### src/logic/dgpio_pkg.sv
package dgpio_pkg;

	// ----------------------------------------------------------------
	// Register map (file-register addresses)
	// ----------------------------------------------------------------
	localparam logic [7:0] ADDR_BANK_A_LATCH = 8'h05;
	localparam logic [7:0] ADDR_BANK_B_LATCH = 8'h06;
	localparam logic [7:0] ADDR_OPTIONS      = 8'h81;
	localparam logic [7:0] ADDR_BANK_A_DIR   = 8'h85;
	localparam logic [7:0] ADDR_BANK_B_DIR   = 8'h86;
	localparam logic [7:0] ADDR_ANALOG_CFG   = 8'h9F;

	// ----------------------------------------------------------------
	// Widths, field positions, reset values
	// ----------------------------------------------------------------
	localparam int         BANK_A_WIDTH     = 5;
	localparam int         BANK_B_WIDTH     = 8;
	localparam int         PULLUP_N_BIT     = 7;
	localparam int         TIMER_PIN_BIT    = 4;
	localparam int         WATCH_LO_BIT     = 4;
	localparam logic [4:0] BANK_A_DIR_RESET = 5'h1F;
	localparam logic [3:0] BANK_A_LAT_RESET = 4'h0;
	localparam logic [7:0] BANK_B_DIR_RESET = 8'hFF;
	localparam logic [7:0] OPTIONS_RESET    = 8'hFF;
	localparam logic [1:0] ANALOG_CFG_RESET = 2'h0;
	localparam logic [7:0] BANK_B_LAT_POR   = 8'h00;

	// ----------------------------------------------------------------
	// Carrier for one file-register access
	// ----------------------------------------------------------------
	typedef struct packed {
		logic       rd;
		logic       wr;
		logic [7:0] addr;
		logic [7:0] wdata;
	} dgpio_access_t;

endpackage

### src/logic/dgpio_analog_map.sv
`timescale 1ns/100ps
// Decodes the two analog configuration bits into a per-pin analog mask for bank A bits 3:0.
module dgpio_analog_map (
	input  wire logic [1:0] cfg,
	output logic      [3:0] analog_mask
);

	// ----------------------------------------------------------------
	// Decode
	// ----------------------------------------------------------------
	// 0: all four analog, 1: all four analog, 2: bits 1:0 analog,
	// 3: all digital.
	always_comb begin
		case (cfg)
			2'h0:    analog_mask = 4'hF;
			2'h1:    analog_mask = 4'hF;
			2'h2:    analog_mask = 4'h3;
			default: analog_mask = 4'h0;
		endcase
	end

endmodule

### src/logic/dgpio_sync.sv
`timescale 1ns/100ps
// Two-flop synchroniser for a bundle of pin levels.
module dgpio_sync #(
	parameter int WIDTH = 8
) (
	input  wire logic             mclk,
	input  wire logic             reset,
	input  wire logic [WIDTH-1:0] din,
	output logic      [WIDTH-1:0] dout
);

	logic [WIDTH-1:0] stage1;

	always_ff @(posedge mclk or posedge reset) begin
		if (reset) begin
			stage1 <= '0;
			dout   <= '0;
		end else begin
			stage1 <= din;
			dout   <= stage1;
		end
	end

endmodule

### src/logic/dgpio_port.sv
`timescale 1ns/100ps
// Behaviour
// - Bank A output latch is five bits, one per pin.
// - Direction one floats the driver; zero drives the latch onto the pin.
// - Data register read returns pin levels; write updates only the latch.
// - Writes store read-modified pin levels into the output latch.
// - Bank A bit 4 is open drain and feeds timer external clock.
// - Shared peripheral pins need not support general-purpose use.
// - Two analog configuration bits choose digital or analog per low bank A pin.
// - After power-on, analog-capable pins are analog and read zero.
// - Unimplemented register bits read as zero.
// - Reset values of latches, direction and analog configuration.
// - Bank B is eight bidirectional bits with matching direction register.
// - Clearing option bit 7 enables all bank B weak pull-ups.
// - Output-configured bank B pins have pull-up off.
// - Power-on disables pull-ups; option register resets to all ones.
// - Only input-configured bank B upper four pins join change detection.
// - Inputs compared with last-read value; mismatches ORed set change flag.
// - Pending change can wake the device from sleep.
// - Any bank B data access refreshes the reference, ending mismatch.
// - Persisting mismatch keeps setting flag; software ends mismatch then clears.
// - Change coinciding with a read may fail to set the flag.
module dgpio_port #(
	parameter int A_WIDTH = dgpio_pkg::BANK_A_WIDTH,
	parameter int B_WIDTH = dgpio_pkg::BANK_B_WIDTH
) (
	input  wire logic                  mclk,
	input  wire logic                  reset,
	input  wire logic                  por,
	input  wire dgpio_pkg::dgpio_access_t bus,
	output logic      [7:0]            rdata,
	input  wire logic                  flag_clear,
	output logic                       pin_change_flag,
	output logic                       wake,
	input  wire logic [A_WIDTH-1:0]    bank_a_in,
	output logic      [A_WIDTH-1:0]    bank_a_out,
	output logic      [A_WIDTH-1:0]    bank_a_oe,
	output logic                       timer_ext_clock_in,
	output logic      [3:0]            analog_select,
	input  wire logic [B_WIDTH-1:0]    bank_b_in,
	output logic      [B_WIDTH-1:0]    bank_b_out,
	output logic      [B_WIDTH-1:0]    bank_b_oe,
	output logic      [B_WIDTH-1:0]    bank_b_pullup
);

	// ----------------------------------------------------------------
	// Registers and synchronised pins
	// ----------------------------------------------------------------
	logic [A_WIDTH-1:0] pin_bank_a_latch;
	logic [A_WIDTH-1:0] pin_bank_a_direction;
	logic [B_WIDTH-1:0] pin_bank_b_latch;
	logic [B_WIDTH-1:0] pin_bank_b_direction;
	logic [7:0]         timer_and_pullup_options;
	logic [1:0]         analog_pin_config;
	logic [A_WIDTH-1:0] a_sync;
	logic [B_WIDTH-1:0] b_sync;
	logic [3:0]         analog_mask;
	logic [3:0]         watch_ref;
	logic [A_WIDTH-1:0] a_read;
	logic [3:0]         mismatch;
	logic               wr_a;
	logic               wr_b;
	logic               rd_b;
	logic [7:0]         next_rdata;
	logic [3:0]         a_latch_lo;
	logic               a_latch_hi;
	logic               wr_a_dir;
	logic               wr_b_dir;
	logic               wr_opt;
	logic               wr_cfg;
	logic               b_access;
	logic [2:0]         settle;
	logic               live_change;

	dgpio_sync #(.WIDTH(A_WIDTH)) u_sync_a (
		.mclk  (mclk),
		.reset (reset),
		.din   (bank_a_in),
		.dout  (a_sync)
	);

	dgpio_sync #(.WIDTH(B_WIDTH)) u_sync_b (
		.mclk  (mclk),
		.reset (reset),
		.din   (bank_b_in),
		.dout  (b_sync)
	);

	dgpio_analog_map u_analog (
		.cfg         (analog_pin_config),
		.analog_mask (analog_mask)
	);

	// ----------------------------------------------------------------
	// Access decode
	// ----------------------------------------------------------------
	// Full eight-bit address compare; no register is mirrored here.
	function automatic logic hit(input logic [7:0] addr, input logic [7:0] ref_addr);
		hit = (addr == ref_addr);
	endfunction

	assign wr_a = bus.wr && hit(bus.addr, dgpio_pkg::ADDR_BANK_A_LATCH);
	assign wr_b = bus.wr && hit(bus.addr, dgpio_pkg::ADDR_BANK_B_LATCH);
	assign rd_b = bus.rd && hit(bus.addr, dgpio_pkg::ADDR_BANK_B_LATCH);
	// One strobe per register keeps each write block a single compare
	assign wr_a_dir = bus.wr && hit(bus.addr, dgpio_pkg::ADDR_BANK_A_DIR);
	assign wr_b_dir = bus.wr && hit(bus.addr, dgpio_pkg::ADDR_BANK_B_DIR);
	assign wr_opt   = bus.wr && hit(bus.addr, dgpio_pkg::ADDR_OPTIONS);
	assign wr_cfg   = bus.wr && hit(bus.addr, dgpio_pkg::ADDR_ANALOG_CFG);
	assign b_access = rd_b || wr_b;
	assign pin_bank_a_latch = {a_latch_hi, a_latch_lo};

	// Analog pins read as zero through the data register
	assign a_read = a_sync & ~{1'b0, analog_mask};

	// ----------------------------------------------------------------
	// Bank A latch, direction and analog configuration
	// ----------------------------------------------------------------
	// The CPU performs the read-modify-write: it fetches pin levels, changes
	// them and the result arrives here as wdata; the latch takes it whole.
	always_ff @(posedge mclk or posedge reset) begin
		if (reset) begin
			a_latch_lo <= dgpio_pkg::BANK_A_LAT_RESET;
		end else if (wr_a) begin
			a_latch_lo <= bus.wdata[3:0];
		end
	end

	// Bit 4 is unknown at power-on and unchanged otherwise; zero stands in for unknown.
	always_ff @(posedge mclk) begin
		if (por) begin
			a_latch_hi <= 1'b0;
		end else if (wr_a) begin
			a_latch_hi <= bus.wdata[A_WIDTH-1];
		end
	end

	always_ff @(posedge mclk or posedge reset) begin
		if (reset) begin
			pin_bank_a_direction <= dgpio_pkg::BANK_A_DIR_RESET;
		end else if (wr_a_dir) begin
			pin_bank_a_direction <= bus.wdata[A_WIDTH-1:0];
		end
	end

	always_ff @(posedge mclk or posedge reset) begin
		if (reset) begin
			analog_pin_config <= dgpio_pkg::ANALOG_CFG_RESET;
		end else if (wr_cfg) begin
			analog_pin_config <= bus.wdata[1:0];
		end
	end

	// ----------------------------------------------------------------
	// Bank B latch, direction, options
	// ----------------------------------------------------------------
	// Latch survives non-power-on resets, so it is cleared only by por.
	always_ff @(posedge mclk) begin
		if (por) begin
			pin_bank_b_latch <= dgpio_pkg::BANK_B_LAT_POR;
		end else if (wr_b) begin
			pin_bank_b_latch <= bus.wdata[B_WIDTH-1:0];
		end
	end

	always_ff @(posedge mclk or posedge reset) begin
		if (reset) begin
			pin_bank_b_direction <= dgpio_pkg::BANK_B_DIR_RESET;
		end else if (wr_b_dir) begin
			pin_bank_b_direction <= bus.wdata[B_WIDTH-1:0];
		end
	end

	always_ff @(posedge mclk or posedge reset) begin
		if (reset) begin
			timer_and_pullup_options <= dgpio_pkg::OPTIONS_RESET;
		end else if (wr_opt) begin
			timer_and_pullup_options <= bus.wdata;
		end
	end

	// ----------------------------------------------------------------
	// Change detection on the upper four bank B pins
	// ----------------------------------------------------------------
	assign mismatch = (b_sync[7:4] ^ watch_ref)
		& pin_bank_b_direction[7:4];

	// ----------------------------------------------------------------
	// Reference settle after reset
	// ----------------------------------------------------------------
	// The synchroniser shows zeros until it has filled; the reference
	// tracks the pins meanwhile so leaving reset cannot raise a false change.
	always_ff @(posedge mclk or posedge reset) begin
		if (reset) begin
			settle <= 3'h0;
		end else begin
			settle <= {settle[1:0], 1'b1};
		end
	end

	assign live_change = |mismatch && settle[2];

	// Reference follows the pins on any data access. The !b_access gate on the
	// flag set makes a change in the access cycle itself miss the flag.
	always_ff @(posedge mclk or posedge reset) begin
		if (reset) begin
			watch_ref <= 4'h0;
		end else if (b_access || !settle[2]) begin
			watch_ref <= b_sync[7:4];
		end
	end

	// Set wins over a simultaneous clear.
	always_ff @(posedge mclk or posedge reset) begin
		if (reset) begin
			pin_change_flag <= 1'b0;
		end else if (live_change && !b_access) begin
			pin_change_flag <= 1'b1;
		end else if (flag_clear) begin
			pin_change_flag <= 1'b0;
		end
	end

	always_ff @(posedge mclk or posedge reset) begin
		if (reset) begin
			wake <= 1'b0;
		end else begin
			wake <= pin_change_flag || live_change;
		end
	end

	// ----------------------------------------------------------------
	// Pin drivers
	// ----------------------------------------------------------------
	always_ff @(posedge mclk or posedge reset) begin
		if (reset) begin
			bank_a_out <= '0;
		end else begin
			bank_a_out <= pin_bank_a_latch;
			// Open drain: drive only a low, never a high
			bank_a_out[dgpio_pkg::TIMER_PIN_BIT] <= 1'b0;
		end
	end

	// Bit 4 lets go whenever its latch is high, so an outside pull-up sets the level
	always_ff @(posedge mclk or posedge reset) begin
		if (reset) begin
			bank_a_oe <= '0;
		end else begin
			bank_a_oe <= ~pin_bank_a_direction;
			bank_a_oe[dgpio_pkg::TIMER_PIN_BIT] <=
				~pin_bank_a_direction[dgpio_pkg::TIMER_PIN_BIT]
				& ~pin_bank_a_latch[dgpio_pkg::TIMER_PIN_BIT];
		end
	end

	// ----------------------------------------------------------------
	// Timer clock input and analog selection
	// ----------------------------------------------------------------
	// Timer input reads the pin whatever the direction; the timer itself
	// sits elsewhere, so general-purpose use of the pin is left to software.
	always_ff @(posedge mclk or posedge reset) begin
		if (reset) begin
			timer_ext_clock_in <= 1'b0;
		end else begin
			timer_ext_clock_in <= a_sync[dgpio_pkg::TIMER_PIN_BIT];
		end
	end

	// Direction keeps controlling analog pins; software keeps it set.
	always_ff @(posedge mclk or posedge reset) begin
		if (reset) begin
			analog_select <= 4'h0;
		end else begin
			analog_select <= analog_mask;
		end
	end

	// ----------------------------------------------------------------
	// Bank B pin drivers
	// ----------------------------------------------------------------
	always_ff @(posedge mclk or posedge reset) begin
		if (reset) begin
			bank_b_out <= '0;
		end else begin
			bank_b_out <= pin_bank_b_latch;
		end
	end

	always_ff @(posedge mclk or posedge reset) begin
		if (reset) begin
			bank_b_oe <= '0;
		end else begin
			bank_b_oe <= ~pin_bank_b_direction;
		end
	end

	// Pull-up only on input pins, so an output never fights its own pull-up
	always_ff @(posedge mclk or posedge reset) begin
		if (reset) begin
			bank_b_pullup <= '0;
		end else begin
			bank_b_pullup <= {B_WIDTH{~timer_and_pullup_options[dgpio_pkg::PULLUP_N_BIT]}}
				& pin_bank_b_direction;
		end
	end

	// ----------------------------------------------------------------
	// Read data
	// ----------------------------------------------------------------
	always_comb begin
		next_rdata = 8'h00;
		if (hit(bus.addr, dgpio_pkg::ADDR_BANK_A_LATCH)) begin
			next_rdata[A_WIDTH-1:0] = a_read;
		end else if (hit(bus.addr, dgpio_pkg::ADDR_BANK_B_LATCH)) begin
			next_rdata = b_sync;
		end else if (hit(bus.addr, dgpio_pkg::ADDR_OPTIONS)) begin
			next_rdata = timer_and_pullup_options;
		end else if (hit(bus.addr, dgpio_pkg::ADDR_BANK_A_DIR)) begin
			next_rdata[A_WIDTH-1:0] = pin_bank_a_direction;
		end else if (hit(bus.addr, dgpio_pkg::ADDR_BANK_B_DIR)) begin
			next_rdata = pin_bank_b_direction;
		end else if (hit(bus.addr, dgpio_pkg::ADDR_ANALOG_CFG)) begin
			next_rdata[1:0] = analog_pin_config;
		end
	end

	// Captured on the access edge; pin levels seen here lag the pins by two edges
	always_ff @(posedge mclk or posedge reset) begin
		if (reset) begin
			rdata <= 8'h00;
		end else if (bus.rd) begin
			rdata <= next_rdata;
		end
	end

endmodule

### config.mk
export PLATFORM = sky130hd
export DESIGN_NAME = dgpio_port
export DESIGN_NICKNAME = d
export VERILOG_FILES = /design/src/logic/dgpio_pkg.sv /design/src/logic/dgpio_analog_map.sv /design/src/logic/dgpio_sync.sv /design/src/logic/dgpio_port.sv
export SDC_FILE = /design/constraint.sdc
export NUM_CORES = 1
export LEC_CHECK = 0
export BUFFER_PORTS_ARGS = -buffer_cell sky130_fd_sc_hd__clkbuf_2
export CORE_ASPECT_RATIO = 0.5
export CORE_MARGIN = 2
export CORE_UTILIZATION = 48
export CTS_BUF_LIST = sky130_fd_sc_hd__clkbuf_8 sky130_fd_sc_hd__clkbuf_16
export DETAILED_ROUTE_END_ITERATION = 16
export PLACE_DENSITY = 0.71
export RECOVER_POWER = 100
export SETUP_SLACK_MARGIN = 0.3
export SLEW_MARGIN = 20
export SYNTH_ARGS = -nofsm -noshare
export SYNTH_HDL_FRONTEND = slang
export SYNTH_HIERARCHICAL = 1
export SYNTH_SLANG_ARGS = --single-unit
### constraint.sdc
create_clock -name mclk -period 2.6 [get_ports mclk]
set_input_delay 0.26 -clock mclk [delete_from_list [all_inputs] [get_ports mclk]]
set_output_delay 0.26 -clock mclk [all_outputs]
set_load 0.005 [all_outputs]
# Yosys cells after proc, flatten, opt, wreduce, memory -nomap -nowiden
# Cells that the tools add are included.
# word_totals
reg_bits,117
input_bits,35
output_inout_bits,49
elab_cells,72
# classes
n_eq_ne,8
n_mux,12
bitwise,11
n_reduce_logical,18
# op_table
operator,n
$eq 8x8->1 const B,4
$eq 8x3->1 const B,2
$mux 8,2
$mux 5,2
$logic_and 1x1->1,9
$and 8x8->8,1
$not 8->8,1
$pmux 4 s2,1
$mux 3,2
$mux 6,1
$and 5x5->5,1
$not 4->5,1
$and 4x4->4,1
$mux 2,2
$not 4->4,1
$reduce_or 4->1,1
$xor 4x4->4,1
$logic_or 1x1->1,3
$not 1->1,3
$eq 2x1->1 const B,1
$eq 2x2->1 const B,1
$logic_not 1->1,2
$logic_not 2->1,1
$mux 1,2
3 further kinds,3

# Depth between registers and ports, before layout
# logic_depth
ltp_word,7
depth_mapped,7
depth_no_buf,5

# Cells and area by module
# Netlist, hierarchy kept.
# modules_own_cells
mod,n_inst,cells_per_inst,area_per_inst_um2,seq_area_each_um2
dgpio_port,1,289,3643.5,2258.4
dgpio_sync (u_sync_b),1,17,404.1,400.4
dgpio_sync (u_sync_a),1,11,254.0,250.2
dgpio_analog_map,1,4,22.5,0.0

# Worst setup path after synthesis
# Ideal clock, no wire load.
# synth_timing
path_kind,input to register
startpoint,in bus[13] (netlist name)
endpoint,reg watch_ref[0]
setup_time_ps,125
arrival_time_ps,1503
required_time_ps,2475
slack_ps,973
path_stages,5
n_path_buf,0
path_cell_list,or3_4 > nor2_1 > o211ai_1 > nand2_1 > mux2_2
# synth_between
elab_chain_cells,4
elab_cells_between_ends,5
classes_between,eq/ne (1); reduce/logical (4)
# synth_lines
item,line_no,text
from (decl),dgpio_port.sv:30,"input wire dgpio_pkg::dgpio_access_t bus,"
$eq 8x3->1 (*),dgpio_port.sv:99,hit = (addr == ref_addr);
$logic_and 1x1->1 (on tied branches),"dgpio_port.sv:104, dgpio_port.sv:103",
$logic_or 1x1->1 (*),dgpio_port.sv:110,assign b_access = rd_b || wr_b;
$logic_or 1x1->1 (*),dgpio_port.sv:208,end else if (b_access || !settle[2]) begin
to (signal assigned),dgpio_port.sv:209,watch_ref <= b_sync[7:4];
to (decl),dgpio_port.sv:58,logic [3:0] watch_ref;
# Mark *: on every way between the ends. The rest lies on a longest branch, timed or not.
# A chain may end at the register's enable or synchronous reset.

# Worst setup path in the final report
# layout_timing
startpoint,in bus[15] (netlist name)
endpoint,reg rdata[0]
# layout_between
elab_chain_cells,7
elab_cells_between_ends,12
classes_between,eq/ne (6); mux (6)
# layout_lines
item,line_no,text
$eq 8x8->1,dgpio_port.sv:99,
$mux 2,dgpio_port.sv:323,"end else if (hit(bus.addr, dgpio_pkg::ADDR_ANALOG_CFG)) begin"
$mux 2,dgpio_port.sv:321,"end else if (hit(bus.addr, dgpio_pkg::ADDR_BANK_B_DIR)) begin"
$mux 5,dgpio_port.sv:319,"end else if (hit(bus.addr, dgpio_pkg::ADDR_BANK_A_DIR)) begin"
$mux 8,dgpio_port.sv:317,"end else if (hit(bus.addr, dgpio_pkg::ADDR_OPTIONS)) begin"
$mux 8,dgpio_port.sv:315,"end else if (hit(bus.addr, dgpio_pkg::ADDR_BANK_B_LATCH)) begin"
$mux 5 (*),dgpio_port.sv:313,"if (hit(bus.addr, dgpio_pkg::ADDR_BANK_A_LATCH)) begin"
to (signal assigned),dgpio_port.sv:333,rdata <= next_rdata;
to (decl),dgpio_port.sv:31,"output logic [7:0] rdata,"
# Marked as above.

==> out/metrics.csv <==
stage,metric,value,unit
synth,post-synthesis adder-cell area fraction,0,
synth,post-synthesis xor/xnor area fraction,0.008102,
cts,Root Buffer Master,clkbuf_16,
finish,share of cells above drive strength 1,0.2913,
synth,largest cells by area after synthesis,"dfrtp_1 (50%), dfstp_2 (13%), mux2_2 (8.1%)",
global_route,largest net degree at the start of global routing,47,
floorplanning,Initial Utilization,0.4948,
critical_path,CP Max Fanout,21,
pwr,Static Leak,2.491,nW
timing,skew final,0.006988,ns
synth,Post-synth EDFFs,0,
place,Inst Count DP,507,
cts,CTS Buf Count,17,
place,PortBufs,82,
timing,setup TNS,0,ns
critical_path,max incr delay on CP,0.69,ns
critical_path,Worst Setup Path Type,input pin to register,
timing,FMAX,539.7,MHz
finish,# diodes,0,
floorplanning,core box area,8738,sq um
cts,CTS max path bufs,2,
cts,Sink Count,117,
finish,Layout Utilization,0.6310,
synth,top post-synthesis cells by count,"dfrtp_1 (87), mux2_2 (31), nor2_1 (28)",
finish,Fillers,657,
timing,Slew headroom,-0.1565,
critical_path,Worst setup SP type,input pin,
pwr,Design Power,4.599,mW
finish,Final Non-Filler Cells,553,
synth,#FFs+latches synth,117,
cts,CTS tree,built,
cts,Worst-Skew Late Latency,0.41,ns
synth,top_reg_cell synth,dfrtp_1,
cts,Post-CTS Setup Bufs,0,
critical_path,Worst EP arrival,2.19,ns
synth,post-synthesis simple-gate area fraction,0.1221,
floorplanning,die width,138.2,um
timing,"Hold Vio Cnt, Final",0,
status,violated checks,"capacitance limit, slew limit",
synth,largest family of logic cells by synthesized area,simple AND/OR/NAND/NOR gates,
critical_path,worst path buffer plus inverter count,2,
global_route,total track usage,0.2120,
drt,via count,2798,
min_path,HP Class,input pin to register,
drt,DR iter-0 viols,153,
synth,Async SR Flop Fraction,0.9231,
timing,fin crit share,0.7127,
finish,Nets,458,
global_route,vias in the first global route,2835,
timing,Least-Margin Pin Slew,1.725,ns
status,status,finished with violations,
drt,Routed Antenna Nets,0,
drt,routed len/inst,17.10,um
critical_path,CP top delay family,buffers and inverters,
synth,register area share after synthesis,0.6727,
finish,Syn-to-layout area delta,27.52,%
synth,"count leader, synth",dfrtp_1,
synth,Syn Inst Count,321,
synth,Mapped Area,4324,sq um
finish,total area of sequential cells,2909,sq um
floorplanning,num ports,84,
synth,Netlist cell types,49,
synth,fraction of the mapped netlist area in compound gates,0.06395,
floorplanning,Die Area,9830,sq um
timing,Final setup violation count,0,
synth,yosys warns,6,
drt,# DRC,0,
cts,H-tree lvl count,4,
place,Final Wtd Congestion,0.8112,
synth,multiplexer share of the synthesized area,0.09925,
synth,post-synthesis net count,356,
global_route,first-pass GRT wire length,15.49,mm
floorplanning,FP Rows,24,
cts,cts hold-fix bufs,14,
cts,Worst-path clk slew,0.05,ns
place,detailed placement HPWL,6.601,mm
global_route,initial antenna violation count,0,
critical_path,cell chain of the critical path,clkbuf_1 -> inv_1 -> or4_1 -> a22o_1 -> a31oi_1,
drt,1st-pass router iterations,5,
critical_path,Worst path slowest cell,clkbuf_1,
cts,post_cts resized,0,
timing,Pins Over Slew Limit,37,
critical_path,CP required,2.93,ns
synth,"Avg Cell Area, Syn",13.47,sq um
timing,Tmin final,1.853,ns
synth,post-synth top area cell,dfrtp_1,
timing,Min Hold Slack,0.1144,ns
drt,DR vias/cell,5.060,
floorplanning,Die Y,71.12,um
job,max_cap viols,1,
synth,Yosys top cell area share,0.5035,
finish,area of the multi-input gates,1231,sq um
critical_path,crit path capture type,register,
drt,final WL,9.456,mm
timing,RSZ-0062 raised after global routing,no,
pwr,Power Density,834.0,nW/um^2
global_route,grt total ovfl,0,
pwr,Peak VDD IR,708.0,uV
-- sequential cells by signal, indices dropped and copies added, names as in the netlist, 8 cells and up --
signal                    flops
u_sync_b/dout                 8
bank_b_oe                     8
rdata                         8
pin_bank_b_latch              8
timer_and_pullup_options      8
u_sync_b/stage1               8
bank_b_out                    8
pin_bank_b_direction          8
bank_b_pullup                 8
-- final timing paths --
kind,from,to,slack (ns),depth (start not counted)
max reg2reg,pin_bank_a_direction[0]$_DFFE_PP1P_,rdata[0]$_DFFE_PP0P_,1.03,5
max in group asynchronous,reset,pin_bank_a_direction[4]$_DFFE_PP1P_,0.82,4
max,bus[15],rdata[0]$_DFFE_PP0P_,0.75,5
min reg2reg,u_sync_b/stage1[6]$_DFF_PP0_,u_sync_b/dout[6]$_DFF_PP0_,0.34,0
min,flag_clear,pin_change_flag$_DFFE_PP0P_,0.11,3
min in group asynchronous,reset,u_sync_a/stage1[2]$_DFF_PP0_,0.40,3
-- routing by layer --
layer	share of wire	up-vias	wire length, um	global-route usage
met5	0	-	0	0
met4	0.015	0	140	0.07823
met3	0.070	14	662	0.07786
met2	0.44	108	4194	0.3047
met1	0.47	1375	4458	0.2989
li1	-	1301	-	-
-- worst min-delay path: stages --
cell	delay, ns
clkbuf_2	0.08
inv_1	0.04
a32o_1	0.11
-- power breakdown --
group          leakage [nW]  internal, mW  switching, mW
Sequential             1.34          1.91         0.0439
Combinational         0.847         0.100          0.133
Clock                 0.307          1.61          0.806
-- cell families after synthesis --
family | after synthesis
DFF | 117
and+or+nand+nor | 86
AOI/OAI and AO/OA | 41
muxes | 39
buffers and inverters | 32
xor gates and xnor gates | 4
other | 2
-- per-stage QoR --
| stage | cell area (sq um) | setup WS, ns |
|---|---|---|
| 3_5_place_dp | 4833 | 0.6600 |
| 6_report | 5514 | 0.7469 |
| 4_1_cts | 5603 | 1.044 |
| 5_1_grt | 5514 | 0.5453 |
| 2_1_floorplan | 4328 | 0.9726 |
| 3_3_place_gp | 4833 | 0.7108 |
-- final cells by class --
class,count,share of cell area
clock buffers,21,0.08713
inverters,18,0.01248
clock inverters,11,0.02700
well taps,117,0.02655
flip-flops and latches,117,0.5276
multi-input cells,172,0.2233
repair buffers,97,0.09598
-- cells in the final DEF (no fill, tap or decap), drive strengths merged, types with 3 or more instances in the layout --
master,count
nor3,3
o21ai,6
o211ai,5
inv,19
nand3b,3
clkinvlp,3
o31ai,3
mux2i,8
dfstp,21
bufinv,3
nand4,5
dlygate4sd3,14
nand3,7
dfxtp,9
nor2,28
a21oi,12
dfrtp,87
clkinv,4
mux2,31
clkbuf,103
nand2,14
nor2b,4
nand2b,11
Note: power is estimated with default switching activity, not from simulation.
